===== config.mk =====
export PLATFORM = sky130hd
export DESIGN_NAME = dtc_top
export DESIGN_NICKNAME = d
export VERILOG_FILES = /design/src/hw/dtc_pkg.sv /design/src/hw/dtc_chan_if.sv /design/src/hw/dtc_channel.sv /design/src/hw/dtc_top.sv
export SDC_FILE = /design/constraint.sdc
export NUM_CORES = 1
export LEC_CHECK = 0
export ABC_AREA = 1
export BUFFER_PORTS_ARGS = -buffer_cell sky130_fd_sc_hd__clkbuf_2
export CORE_MARGIN = 5
export CORE_UTILIZATION = 55
export CTS_CLUSTER_SIZE = 16
export DETAILED_ROUTE_END_ITERATION = 16
export PLACE_DENSITY = 0.74
export SYNTH_ARGS = -nofsm -noshare
export SYNTH_HDL_FRONTEND = slang
export SYNTH_HIERARCHICAL = 1
export SYNTH_SLANG_ARGS = --single-unit

===== constraint.sdc =====
create_clock -name core_clk_i -period 4.02 [get_ports core_clk_i]
set_clock_uncertainty 0.05 [all_clocks]
set_input_delay 0.804 -clock core_clk_i [delete_from_list [all_inputs] [get_ports core_clk_i]]
set_output_delay 0.804 -clock core_clk_i [all_outputs]
set_load 0.05 [all_outputs]

===== src/hw/dtc_pkg.sv =====
package dtc_pkg;
	// special function register addresses
	localparam logic [7:0] ADDR_CTRL_FLAGS = 8'h88;
	localparam logic [7:0] ADDR_MODE_SEL = 8'h89;
	localparam logic [7:0] ADDR_CH0_LO = 8'h8A;
	localparam logic [7:0] ADDR_CH1_LO = 8'h8B;
	localparam logic [7:0] ADDR_CH0_HI = 8'h8C;
	localparam logic [7:0] ADDR_CH1_HI = 8'h8D;
	localparam logic [7:0] RDATA_UNMAPPED = 8'h00;

	// timer_control_flags bit positions
	localparam int CF_CH1_OVF = 7;
	localparam int CF_CH1_RUN = 6;
	localparam int CF_CH0_OVF = 5;
	localparam int CF_CH0_RUN = 4;
	localparam int CF_IRQ1_FLAG = 3;
	localparam int CF_IRQ1_TYPE = 2;
	localparam int CF_IRQ0_FLAG = 1;
	localparam int CF_IRQ0_TYPE = 0;

	// timer_mode_select field positions
	localparam int MS_CH1_GATE = 7;
	localparam int MS_CH1_CT = 6;
	localparam int MS_CH1_MODE_HI = 5;
	localparam int MS_CH1_MODE_LO = 4;
	localparam int MS_CH0_GATE = 3;
	localparam int MS_CH0_CT = 2;
	localparam int MS_CH0_MODE_HI = 1;
	localparam int MS_CH0_MODE_LO = 0;

	localparam logic [7:0] CTRL_FLAGS_RST = 8'h00;
	localparam logic [7:0] MODE_SEL_RST = 8'h00;
	localparam logic [7:0] COUNT_RST = 8'h00;

	// one machine cycle is twelve processor clocks
	localparam int MC_CLK_CYCLES = 12;
	localparam logic [3:0] MC_LAST = 4'(MC_CLK_CYCLES - 1);

	localparam logic [4:0] LO13_MASK = 5'h1F;

	typedef enum logic [1:0] {
		DTC_MODE_13,
		DTC_MODE_16,
		DTC_MODE_RELOAD,
		DTC_MODE_SPLIT
	} dtc_mode_t;
endpackage


===== src/hw/dtc_chan_if.sv =====
`timescale 1ns/1ps
interface dtc_chan_if;
	import dtc_pkg::*;
	dtc_mode_t mode;
	logic split_en;
	logic inc_lo;
	logic inc_hi;
	logic wr_lo;
	logic wr_hi;
	logic [7:0] wdata;
	logic [7:0] lo;
	logic [7:0] hi;
	logic ovf_lo;
	logic ovf_hi;

	modport ctrl (
		output mode, split_en, inc_lo, inc_hi, wr_lo, wr_hi, wdata,
		input lo, hi, ovf_lo, ovf_hi
	);
	modport chan (
		input mode, split_en, inc_lo, inc_hi, wr_lo, wr_hi, wdata,
		output lo, hi, ovf_lo, ovf_hi
	);
endinterface


===== src/hw/dtc_channel.sv =====
`timescale 1ns/1ps
module dtc_channel
	import dtc_pkg::*;
(
	input wire logic core_clk_i,
	input wire logic rst_n_i,
	dtc_chan_if.chan cif
);
	logic [7:0] lo_ff;
	logic [7:0] hi_ff;
	logic [7:0] nxt_lo;
	logic [7:0] nxt_hi;
	logic ovf_lo;
	logic ovf_hi;
	logic [13:0] sum13;
	logic [16:0] sum16;
	logic [8:0] sum_lo;
	logic [8:0] sum_hi;

	always_comb begin
		sum13 = {1'b0, hi_ff, lo_ff[4:0]} + 14'h0001;
		sum16 = {1'b0, hi_ff, lo_ff} + 17'h00001;
		sum_lo = {1'b0, lo_ff} + 9'h001;
		sum_hi = {1'b0, hi_ff} + 9'h001;
		nxt_lo = lo_ff;
		nxt_hi = hi_ff;
		ovf_lo = 1'b0;
		ovf_hi = 1'b0;
		case (cif.mode)
			DTC_MODE_13: begin
				if (cif.inc_lo) begin
					nxt_hi = sum13[12:5];
					nxt_lo = {3'h0, sum13[4:0]};
					ovf_lo = sum13[13];
				end
			end
			DTC_MODE_16: begin
				if (cif.inc_lo) begin
					{nxt_hi, nxt_lo} = sum16[15:0];
					ovf_lo = sum16[16];
				end
			end
			DTC_MODE_RELOAD: begin
				if (cif.inc_lo) begin
					nxt_lo = sum_lo[8] ? hi_ff : sum_lo[7:0];
					ovf_lo = sum_lo[8];
				end
			end
			DTC_MODE_SPLIT: begin
				// only the split channel counts; the other one stops
				if (cif.split_en) begin
					if (cif.inc_lo) begin
						nxt_lo = sum_lo[7:0];
						ovf_lo = sum_lo[8];
					end
					if (cif.inc_hi) begin
						nxt_hi = sum_hi[7:0];
						ovf_hi = sum_hi[8];
					end
				end
			end
			default: begin
				nxt_lo = lo_ff;
			end
		endcase
		// software write to a byte wins over a count of that byte
		if (cif.wr_lo) begin
			nxt_lo = cif.wdata;
		end
		if (cif.wr_hi) begin
			nxt_hi = cif.wdata;
		end
		if (cif.mode == DTC_MODE_13) begin
			nxt_lo[7:5] = 3'h0;
		end
	end

	always_ff @(posedge core_clk_i) begin
		if (!rst_n_i) begin
			lo_ff <= COUNT_RST;
			hi_ff <= COUNT_RST;
		end else begin
			lo_ff <= nxt_lo;
			hi_ff <= nxt_hi;
		end
	end

	assign cif.lo = lo_ff;
	assign cif.hi = hi_ff;
	assign cif.ovf_lo = ovf_lo;
	assign cif.ovf_hi = ovf_hi;
endmodule


===== src/hw/dtc_top.sv =====
// Summary of operation
// - channel 1 gated: counts only with run bit set, qualified by its gating input.
// - channel 0 gated: counts only with run bit set, qualified by its gating input.
// - gated and running, a channel advances once per falling edge of its input.
// - count/time select bit: 1 counts external edges, 0 counts machine cycles unless the gate bit is set.
// - each channel has a two-bit mode field in the mode register.
// - channel 1 overflow sets control bit 7.
// - channel 0 overflow sets control bit 5.
// - overflow flags cleared by software write or by interrupt acknowledge.
// - channel 1 runs only while control bit 6 is set, else holds.
// - channel 0 runs only while control bit 4 is set, else holds.
// - falling edge on external interrupt 1 input sets control bit 3.
// - falling edge on external interrupt 0 input sets control bit 1.
// - external interrupt flags cleared by hardware on interrupt acknowledge.
// - control bit 2 picks edge or low-level trigger for interrupt 1.
// - control bit 0 picks edge or low-level trigger for interrupt 0.
// - modes: 13-bit, 16-bit, 8-bit reload from high byte, stop or split.
// - timer counts every twelve clocks; an input edge takes two machine cycles.
// - type bit 0 means low level, 1 means falling edge.
// - split: low byte uses channel 0 controls, high byte channel 1 run and flag.
`timescale 1ns/1ps
module dtc_top
	import dtc_pkg::*;
(
	input wire logic core_clk_i,
	input wire logic rst_n_i,
	input wire logic [7:0] sfr_addr_i,
	input wire logic [7:0] sfr_wdata_i,
	input wire logic sfr_wr_i,
	input wire logic sfr_rd_i,
	output logic [7:0] sfr_rdata_o,
	input wire logic chan0_gate_in_i,
	input wire logic chan1_gate_in_i,
	input wire logic ext_irq0_input_i,
	input wire logic ext_irq1_input_i,
	input wire logic chan0_ack_i,
	input wire logic chan1_ack_i,
	input wire logic ext_irq0_ack_i,
	input wire logic ext_irq1_ack_i,
	output logic chan0_overflow_flag_o,
	output logic chan1_overflow_flag_o,
	output logic ext_irq0_edge_flag_o,
	output logic ext_irq1_edge_flag_o
);
	logic [7:0] timer_mode_select_ff;
	logic chan1_overflow_flag_ff;
	logic chan1_run_bit_ff;
	logic chan0_overflow_flag_ff;
	logic chan0_run_bit_ff;
	logic ext_irq1_edge_flag_ff;
	logic ext_irq1_type_bit_ff;
	logic ext_irq0_edge_flag_ff;
	logic ext_irq0_type_bit_ff;
	logic [7:0] rdata_ff;
	logic [7:0] nxt_rdata;
	logic [7:0] ctrl_flags_view;

	logic [3:0] mc_cnt_ff;
	logic mc_tick;

	logic [1:0] gate_smp_ff;
	logic [1:0] gate_prev_ff;
	logic [1:0] gate_fall;
	logic [1:0] irq_prev_ff;
	logic [1:0] irq_fall;

	logic wr_ctrl;
	logic wr_mode;
	logic ch0_gate;
	logic ch1_gate;
	logic ch0_ct;
	logic ch1_ct;
	dtc_mode_t ch0_mode;
	dtc_mode_t ch1_mode;
	logic ch0_split;
	logic ch0_evt;
	logic ch1_evt;
	logic ch0_ovf_set;
	logic ch1_ovf_set;
	logic irq0_set;
	logic irq1_set;

	dtc_chan_if ch0_if ();
	dtc_chan_if ch1_if ();

	assign wr_ctrl = sfr_wr_i && (sfr_addr_i == ADDR_CTRL_FLAGS);
	assign wr_mode = sfr_wr_i && (sfr_addr_i == ADDR_MODE_SEL);

	assign ch1_gate = timer_mode_select_ff[MS_CH1_GATE];
	assign ch0_gate = timer_mode_select_ff[MS_CH0_GATE];
	assign ch1_ct = timer_mode_select_ff[MS_CH1_CT];
	assign ch0_ct = timer_mode_select_ff[MS_CH0_CT];
	assign ch1_mode = dtc_mode_t'(timer_mode_select_ff[MS_CH1_MODE_HI:MS_CH1_MODE_LO]);
	assign ch0_mode = dtc_mode_t'(timer_mode_select_ff[MS_CH0_MODE_HI:MS_CH0_MODE_LO]);
	assign ch0_split = (ch0_mode == DTC_MODE_SPLIT);

	// machine cycle prescaler
	always_ff @(posedge core_clk_i) begin
		if (!rst_n_i) begin
			mc_cnt_ff <= 4'h0;
		end else if (mc_cnt_ff == MC_LAST) begin
			mc_cnt_ff <= 4'h0;
		end else begin
			mc_cnt_ff <= mc_cnt_ff + 4'h1;
		end
	end

	assign mc_tick = (mc_cnt_ff == MC_LAST);

	// gating inputs are sampled once per machine cycle, so a falling edge
	// needs a high sample then a low sample: two machine cycles to recognise
	always_ff @(posedge core_clk_i) begin
		if (!rst_n_i) begin
			gate_smp_ff <= 2'h3;
			gate_prev_ff <= 2'h3;
		end else if (mc_tick) begin
			gate_smp_ff <= {chan1_gate_in_i, chan0_gate_in_i};
			gate_prev_ff <= gate_smp_ff;
		end
	end

	// fires once, in the tick after the low sample was taken
	assign gate_fall = (mc_tick) ? (gate_prev_ff & ~gate_smp_ff) : 2'h0;

	// count event selection per channel
	always_comb begin
		if (ch0_gate) begin
			ch0_evt = gate_fall[0];
		end else if (ch0_ct) begin
			ch0_evt = gate_fall[0];
		end else begin
			ch0_evt = mc_tick;
		end
		if (ch1_gate) begin
			ch1_evt = gate_fall[1];
		end else if (ch1_ct) begin
			ch1_evt = gate_fall[1];
		end else begin
			ch1_evt = mc_tick;
		end
	end

	// channel 0
	assign ch0_if.mode = ch0_mode;
	assign ch0_if.split_en = 1'b1;
	assign ch0_if.inc_lo = chan0_run_bit_ff && ch0_evt;
	// split high byte times machine cycles under the channel 1 run bit
	assign ch0_if.inc_hi = chan1_run_bit_ff && mc_tick;
	assign ch0_if.wr_lo = sfr_wr_i && (sfr_addr_i == ADDR_CH0_LO);
	assign ch0_if.wr_hi = sfr_wr_i && (sfr_addr_i == ADDR_CH0_HI);
	assign ch0_if.wdata = sfr_wdata_i;

	// channel 1; its own split mode means stop
	assign ch1_if.mode = ch1_mode;
	assign ch1_if.split_en = 1'b0;
	assign ch1_if.inc_lo = chan1_run_bit_ff && ch1_evt;
	assign ch1_if.inc_hi = 1'b0;
	assign ch1_if.wr_lo = sfr_wr_i && (sfr_addr_i == ADDR_CH1_LO);
	assign ch1_if.wr_hi = sfr_wr_i && (sfr_addr_i == ADDR_CH1_HI);
	assign ch1_if.wdata = sfr_wdata_i;

	dtc_channel u_ch0 (
		.core_clk_i(core_clk_i),
		.rst_n_i(rst_n_i),
		.cif(ch0_if.chan)
	);

	dtc_channel u_ch1 (
		.core_clk_i(core_clk_i),
		.rst_n_i(rst_n_i),
		.cif(ch1_if.chan)
	);

	assign ch0_ovf_set = ch0_if.ovf_lo;
	// while channel 0 is split, its high byte owns the channel 1 flag
	assign ch1_ovf_set = ch0_split ? ch0_if.ovf_hi : ch1_if.ovf_lo;

	// mode register
	always_ff @(posedge core_clk_i) begin
		if (!rst_n_i) begin
			timer_mode_select_ff <= MODE_SEL_RST;
		end else if (wr_mode) begin
			timer_mode_select_ff <= sfr_wdata_i;
		end
	end

	// run and type bits, software only
	always_ff @(posedge core_clk_i) begin
		if (!rst_n_i) begin
			chan1_run_bit_ff <= CTRL_FLAGS_RST[CF_CH1_RUN];
			chan0_run_bit_ff <= CTRL_FLAGS_RST[CF_CH0_RUN];
			ext_irq1_type_bit_ff <= CTRL_FLAGS_RST[CF_IRQ1_TYPE];
			ext_irq0_type_bit_ff <= CTRL_FLAGS_RST[CF_IRQ0_TYPE];
		end else if (wr_ctrl) begin
			chan1_run_bit_ff <= sfr_wdata_i[CF_CH1_RUN];
			chan0_run_bit_ff <= sfr_wdata_i[CF_CH0_RUN];
			ext_irq1_type_bit_ff <= sfr_wdata_i[CF_IRQ1_TYPE];
			ext_irq0_type_bit_ff <= sfr_wdata_i[CF_IRQ0_TYPE];
		end
	end

	// overflow flags: a hardware set wins over a write or an acknowledge
	always_ff @(posedge core_clk_i) begin
		if (!rst_n_i) begin
			chan1_overflow_flag_ff <= CTRL_FLAGS_RST[CF_CH1_OVF];
			chan0_overflow_flag_ff <= CTRL_FLAGS_RST[CF_CH0_OVF];
		end else begin
			if (ch1_ovf_set) begin
				chan1_overflow_flag_ff <= 1'b1;
			end else if (wr_ctrl) begin
				chan1_overflow_flag_ff <= sfr_wdata_i[CF_CH1_OVF];
			end else if (chan1_ack_i) begin
				chan1_overflow_flag_ff <= 1'b0;
			end
			if (ch0_ovf_set) begin
				chan0_overflow_flag_ff <= 1'b1;
			end else if (wr_ctrl) begin
				chan0_overflow_flag_ff <= sfr_wdata_i[CF_CH0_OVF];
			end else if (chan0_ack_i) begin
				chan0_overflow_flag_ff <= 1'b0;
			end
		end
	end

	// external interrupt inputs, previous level for edge detection
	always_ff @(posedge core_clk_i) begin
		if (!rst_n_i) begin
			irq_prev_ff <= 2'h3;
		end else begin
			irq_prev_ff <= {ext_irq1_input_i, ext_irq0_input_i};
		end
	end

	assign irq_fall = irq_prev_ff & ~{ext_irq1_input_i, ext_irq0_input_i};

	// level mode keeps requesting while the input is low
	assign irq1_set = ext_irq1_type_bit_ff ? irq_fall[1] : !ext_irq1_input_i;
	assign irq0_set = ext_irq0_type_bit_ff ? irq_fall[0] : !ext_irq0_input_i;

	// interrupt flags: set wins over a write or an acknowledge
	always_ff @(posedge core_clk_i) begin
		if (!rst_n_i) begin
			ext_irq1_edge_flag_ff <= CTRL_FLAGS_RST[CF_IRQ1_FLAG];
			ext_irq0_edge_flag_ff <= CTRL_FLAGS_RST[CF_IRQ0_FLAG];
		end else begin
			if (irq1_set) begin
				ext_irq1_edge_flag_ff <= 1'b1;
			end else if (wr_ctrl) begin
				ext_irq1_edge_flag_ff <= sfr_wdata_i[CF_IRQ1_FLAG];
			end else if (ext_irq1_ack_i) begin
				ext_irq1_edge_flag_ff <= 1'b0;
			end
			if (irq0_set) begin
				ext_irq0_edge_flag_ff <= 1'b1;
			end else if (wr_ctrl) begin
				ext_irq0_edge_flag_ff <= sfr_wdata_i[CF_IRQ0_FLAG];
			end else if (ext_irq0_ack_i) begin
				ext_irq0_edge_flag_ff <= 1'b0;
			end
		end
	end

	always_comb begin
		ctrl_flags_view = 8'h00;
		ctrl_flags_view[CF_CH1_OVF] = chan1_overflow_flag_ff;
		ctrl_flags_view[CF_CH1_RUN] = chan1_run_bit_ff;
		ctrl_flags_view[CF_CH0_OVF] = chan0_overflow_flag_ff;
		ctrl_flags_view[CF_CH0_RUN] = chan0_run_bit_ff;
		ctrl_flags_view[CF_IRQ1_FLAG] = ext_irq1_edge_flag_ff;
		ctrl_flags_view[CF_IRQ1_TYPE] = ext_irq1_type_bit_ff;
		ctrl_flags_view[CF_IRQ0_FLAG] = ext_irq0_edge_flag_ff;
		ctrl_flags_view[CF_IRQ0_TYPE] = ext_irq0_type_bit_ff;
	end

	always_comb begin
		case (sfr_addr_i)
			ADDR_CTRL_FLAGS: nxt_rdata = ctrl_flags_view;
			ADDR_MODE_SEL: nxt_rdata = timer_mode_select_ff;
			ADDR_CH0_LO: nxt_rdata = ch0_if.lo;
			ADDR_CH1_LO: nxt_rdata = ch1_if.lo;
			ADDR_CH0_HI: nxt_rdata = ch0_if.hi;
			ADDR_CH1_HI: nxt_rdata = ch1_if.hi;
			default: nxt_rdata = RDATA_UNMAPPED;
		endcase
	end

	// read data is registered; it holds until the next read
	always_ff @(posedge core_clk_i) begin
		if (!rst_n_i) begin
			rdata_ff <= RDATA_UNMAPPED;
		end else if (sfr_rd_i) begin
			rdata_ff <= nxt_rdata;
		end
	end

	assign sfr_rdata_o = rdata_ff;
	assign chan0_overflow_flag_o = chan0_overflow_flag_ff;
	assign chan1_overflow_flag_o = chan1_overflow_flag_ff;
	assign ext_irq0_edge_flag_o = ext_irq0_edge_flag_ff;
	assign ext_irq1_edge_flag_o = ext_irq1_edge_flag_ff;
endmodule


==> summary.txt <==
Global routing
  • Global-route usage over all layers: a little under a third
  • Number of global-route vias before repair: about 5,600
  • Total grt overflow: 0
  • Initial antenna violation count: 0
  • Pin count of the biggest net entering global routing: 25
  • First-pass GRT wire length: 27,800 um

Power
  • Worst ir drop on vdd: approximately 230 uV
  • Pwr dens: 243 nW/um^2
  • Leak Pwr: 2.63 nW

Routing
  • DRT iter0 DRCs: 457
  • Vias: roughly 6,000
  • Final WL: roughly 17,000 um
  • Post-DRT Antenna Nets: 0
  • DRT Pass-1 Iters: 7
  • Via density: about 5.8
  • Post-route DRC: 0
  • DR WL/cell: between 15 and 20 um

STA
  • Total Neg Setup Slack: 0 ns
  • Final hold vios: 0
  • Count of pins over their slew limit: 0
  • Setup violations, final: 0
  • Post-route clock period utilization: between 60% and 70%
  • Min cycle time layout: 2.67 ns
  • RSZ-0062 raised after global routing: false
  • FMAX: approximately 0.37 GHz
  • Slew at the pin closest to its max-slew limit: between 0.8 and 0.9 ns
  • Rel. slew slack: a little under half

Final layout
  • N_diodes: 0
  • Fin area: around 5600 sq um
  • Fraction of layout cells with a size suffix above 1: between 10 and 15%
  • Nets@finish: ~930
  • Area grow syn2layout: 7.75%
  • Utilization after layout: about three fifths

Die
  • Die area: approximately 12,000 sq um
  • Num rows: 35
  • Core ar.: 9240 sq um
  • Die Wd: 108 um
  • I/O pin count: 40
  • Initial Util: between 50 and 60%
  • Die Span Y: 108 um

Critical path
  • CP top delay family: simple AND/OR/NAND/NOR gates
  • Slowest CP cell: nor3_1
  • CP max stage delay: roughly 0.6 ns
  • Worst Setup Start Kind: flip-flop
  • WP buf/inv: 3
  • Critical path fanouts, max: 9
  • Most used cell, CP: inv_1
  • Crit path DAT: approximately 2.9 ns
  • Kind of end point of the critical path: flip-flop
  • Required time worst endpoint: 4.26 ns
  • Setup CP Type: flip-flop to flip-flop
  • Crit-path cells: ha_1, inv_1, nor3_2, inv_2, nor3_1, o21ai_2, inv_1, o21ai_0, a211oi_1, a41oi_1, a21oi_1

Logic synthesis
  • Area of the mapped netlist: approximately 5200 sq um
  • Post-Syn Area per Cell: roughly 6 sq um
  • Cell count after synthesis: just under 900
  • Syn. warnings: 6

Clock tree
  • CTS tree: done
  • Clock latency on the worst-skew pair: approximately 0.36 ns
  • Clk slew on worst S/H paths: roughly 0.090 ns
  • CTS Buffer Depth: 2
  • Sink Count: 66
  • Num CTS Buffers: 9
  • Post-CTS Setup Inserts: 0
  • Root Buffer: clkbuf_8
  • Cts repair resizes: 0
  • Htree depth: 3
  • Hold Buf Count CTS: 0

Status
  • Status: finished, final reports clean

Place
  • Routability cong.: 1.01
  • HPWL after DPL: about 13,000 um
  • Input/output buffers: 39
  • Dpl cell area: around 5400 sq um

Job
  • Max-cap violations: 0

Min path
  • Hold crit path type: flip-flop to flip-flop
-- worst paths after layout --
path | startpoint | endpoint | slack (ns) | cells past startpoint
hold reg to reg | mc_cnt_ff[0] | mc_cnt_ff[0] | 0.41 | 1
setup reg to reg | mc_cnt_ff[0] | chan0_overflow_flag_o | 1.35 | 11
setup / recovery | mc_cnt_ff[0] | chan0_overflow_flag_o | 1.35 | 11
hold / removal | mc_cnt_ff[0] | mc_cnt_ff[0] | 0.41 | 1
-- sequential cells by signal, indices dropped and copies added, names as in the netlist, 2 cells and up --
signal,count
gate_prev_ff,2
u_ch1/cif.lo,8
mc_cnt_ff,4
gate_smp_ff,2
u_ch0/cif.hi,8
sfr_rdata_o,8
irq_prev_ff,2
timer_mode_select_ff,8
u_ch0/cif.lo,8
u_ch1/cif.hi,8
-- cells in the final DEF, fill, tap and decap left out, types with 3 or more instances in the layout --
| cell | count |
|---|---|
| a21oi_1 | 62 |
| buf_4 | 3 |
| clkbuf_2 | 39 |
| clkbuf_8 | 9 |
| conb_1 | 5 |
| dfxtp_1 | 66 |
| ha_1 | 5 |
| inv_1 | 116 |
| inv_2 | 19 |
| nand2_1 | 226 |
| nand2_2 | 12 |
| nand3_1 | 82 |
| nand3_2 | 6 |
| nand4_1 | 32 |
| nor2_1 | 72 |
| nor2_2 | 16 |
| nor2_4 | 7 |
| nor3_1 | 9 |
| o211ai_1 | 21 |
| o21ai_0 | 41 |
| o21ai_1 | 14 |
| or2_0 | 4 |
| xor2_1 | 6 |
-- where the power goes --
part / leakage, nW / switching [mW] / internal (mW)
Clock: 0.102 / 0.320 / 0.298
Sequential: 0.533 / 0.00461 / 0.659
Combinational: 2.00 / 0.0682 / 0.0227
Total: 2.63 / 0.393 / 0.979
-- final cells by class --
class | count | area, sq um
clock buffer | 9 | 124
clock inverter | 7 | 83.8
fill | 931 | 3600
inverter | 137 | 514
multi-input combinational | 644 | 3220
sequential | 66 | 1320
tap | 129 | 161
timing repair buffer | 42 | 218
-- per-layer routing --
layer | track usage (%) | part of all wire [%] | vias to the layer above
li1 | - | - | 2913
met1 | 37.9 | 40 | 2701
met2 | 49.0 | 46 | 334
met3 | 5.40 | 9.6 | 74
met4 | 16.9 | 5.1 | 0
met5 | 0 | 0 | -
-- per-stage QoR --
stage / std cells / hold WS [ns] / setup WS [ns] / total power, mW
after floorplan: 874 / 0.368 / 1.64 / 0.728
after global placement: 1018 / 0.384 / 1.24 / 0.765
after detailed placement: 1018 / 0.390 / 1.15 / 0.767
after CTS: 1034 / 0.407 / 1.39 / 1.37
after global routing: 1034 / 0.431 / 1.19 / 1.41
final: 1034 / 0.405 / 1.35 / 1.37
No activity file was read; power rests on OpenSTA's default activity.
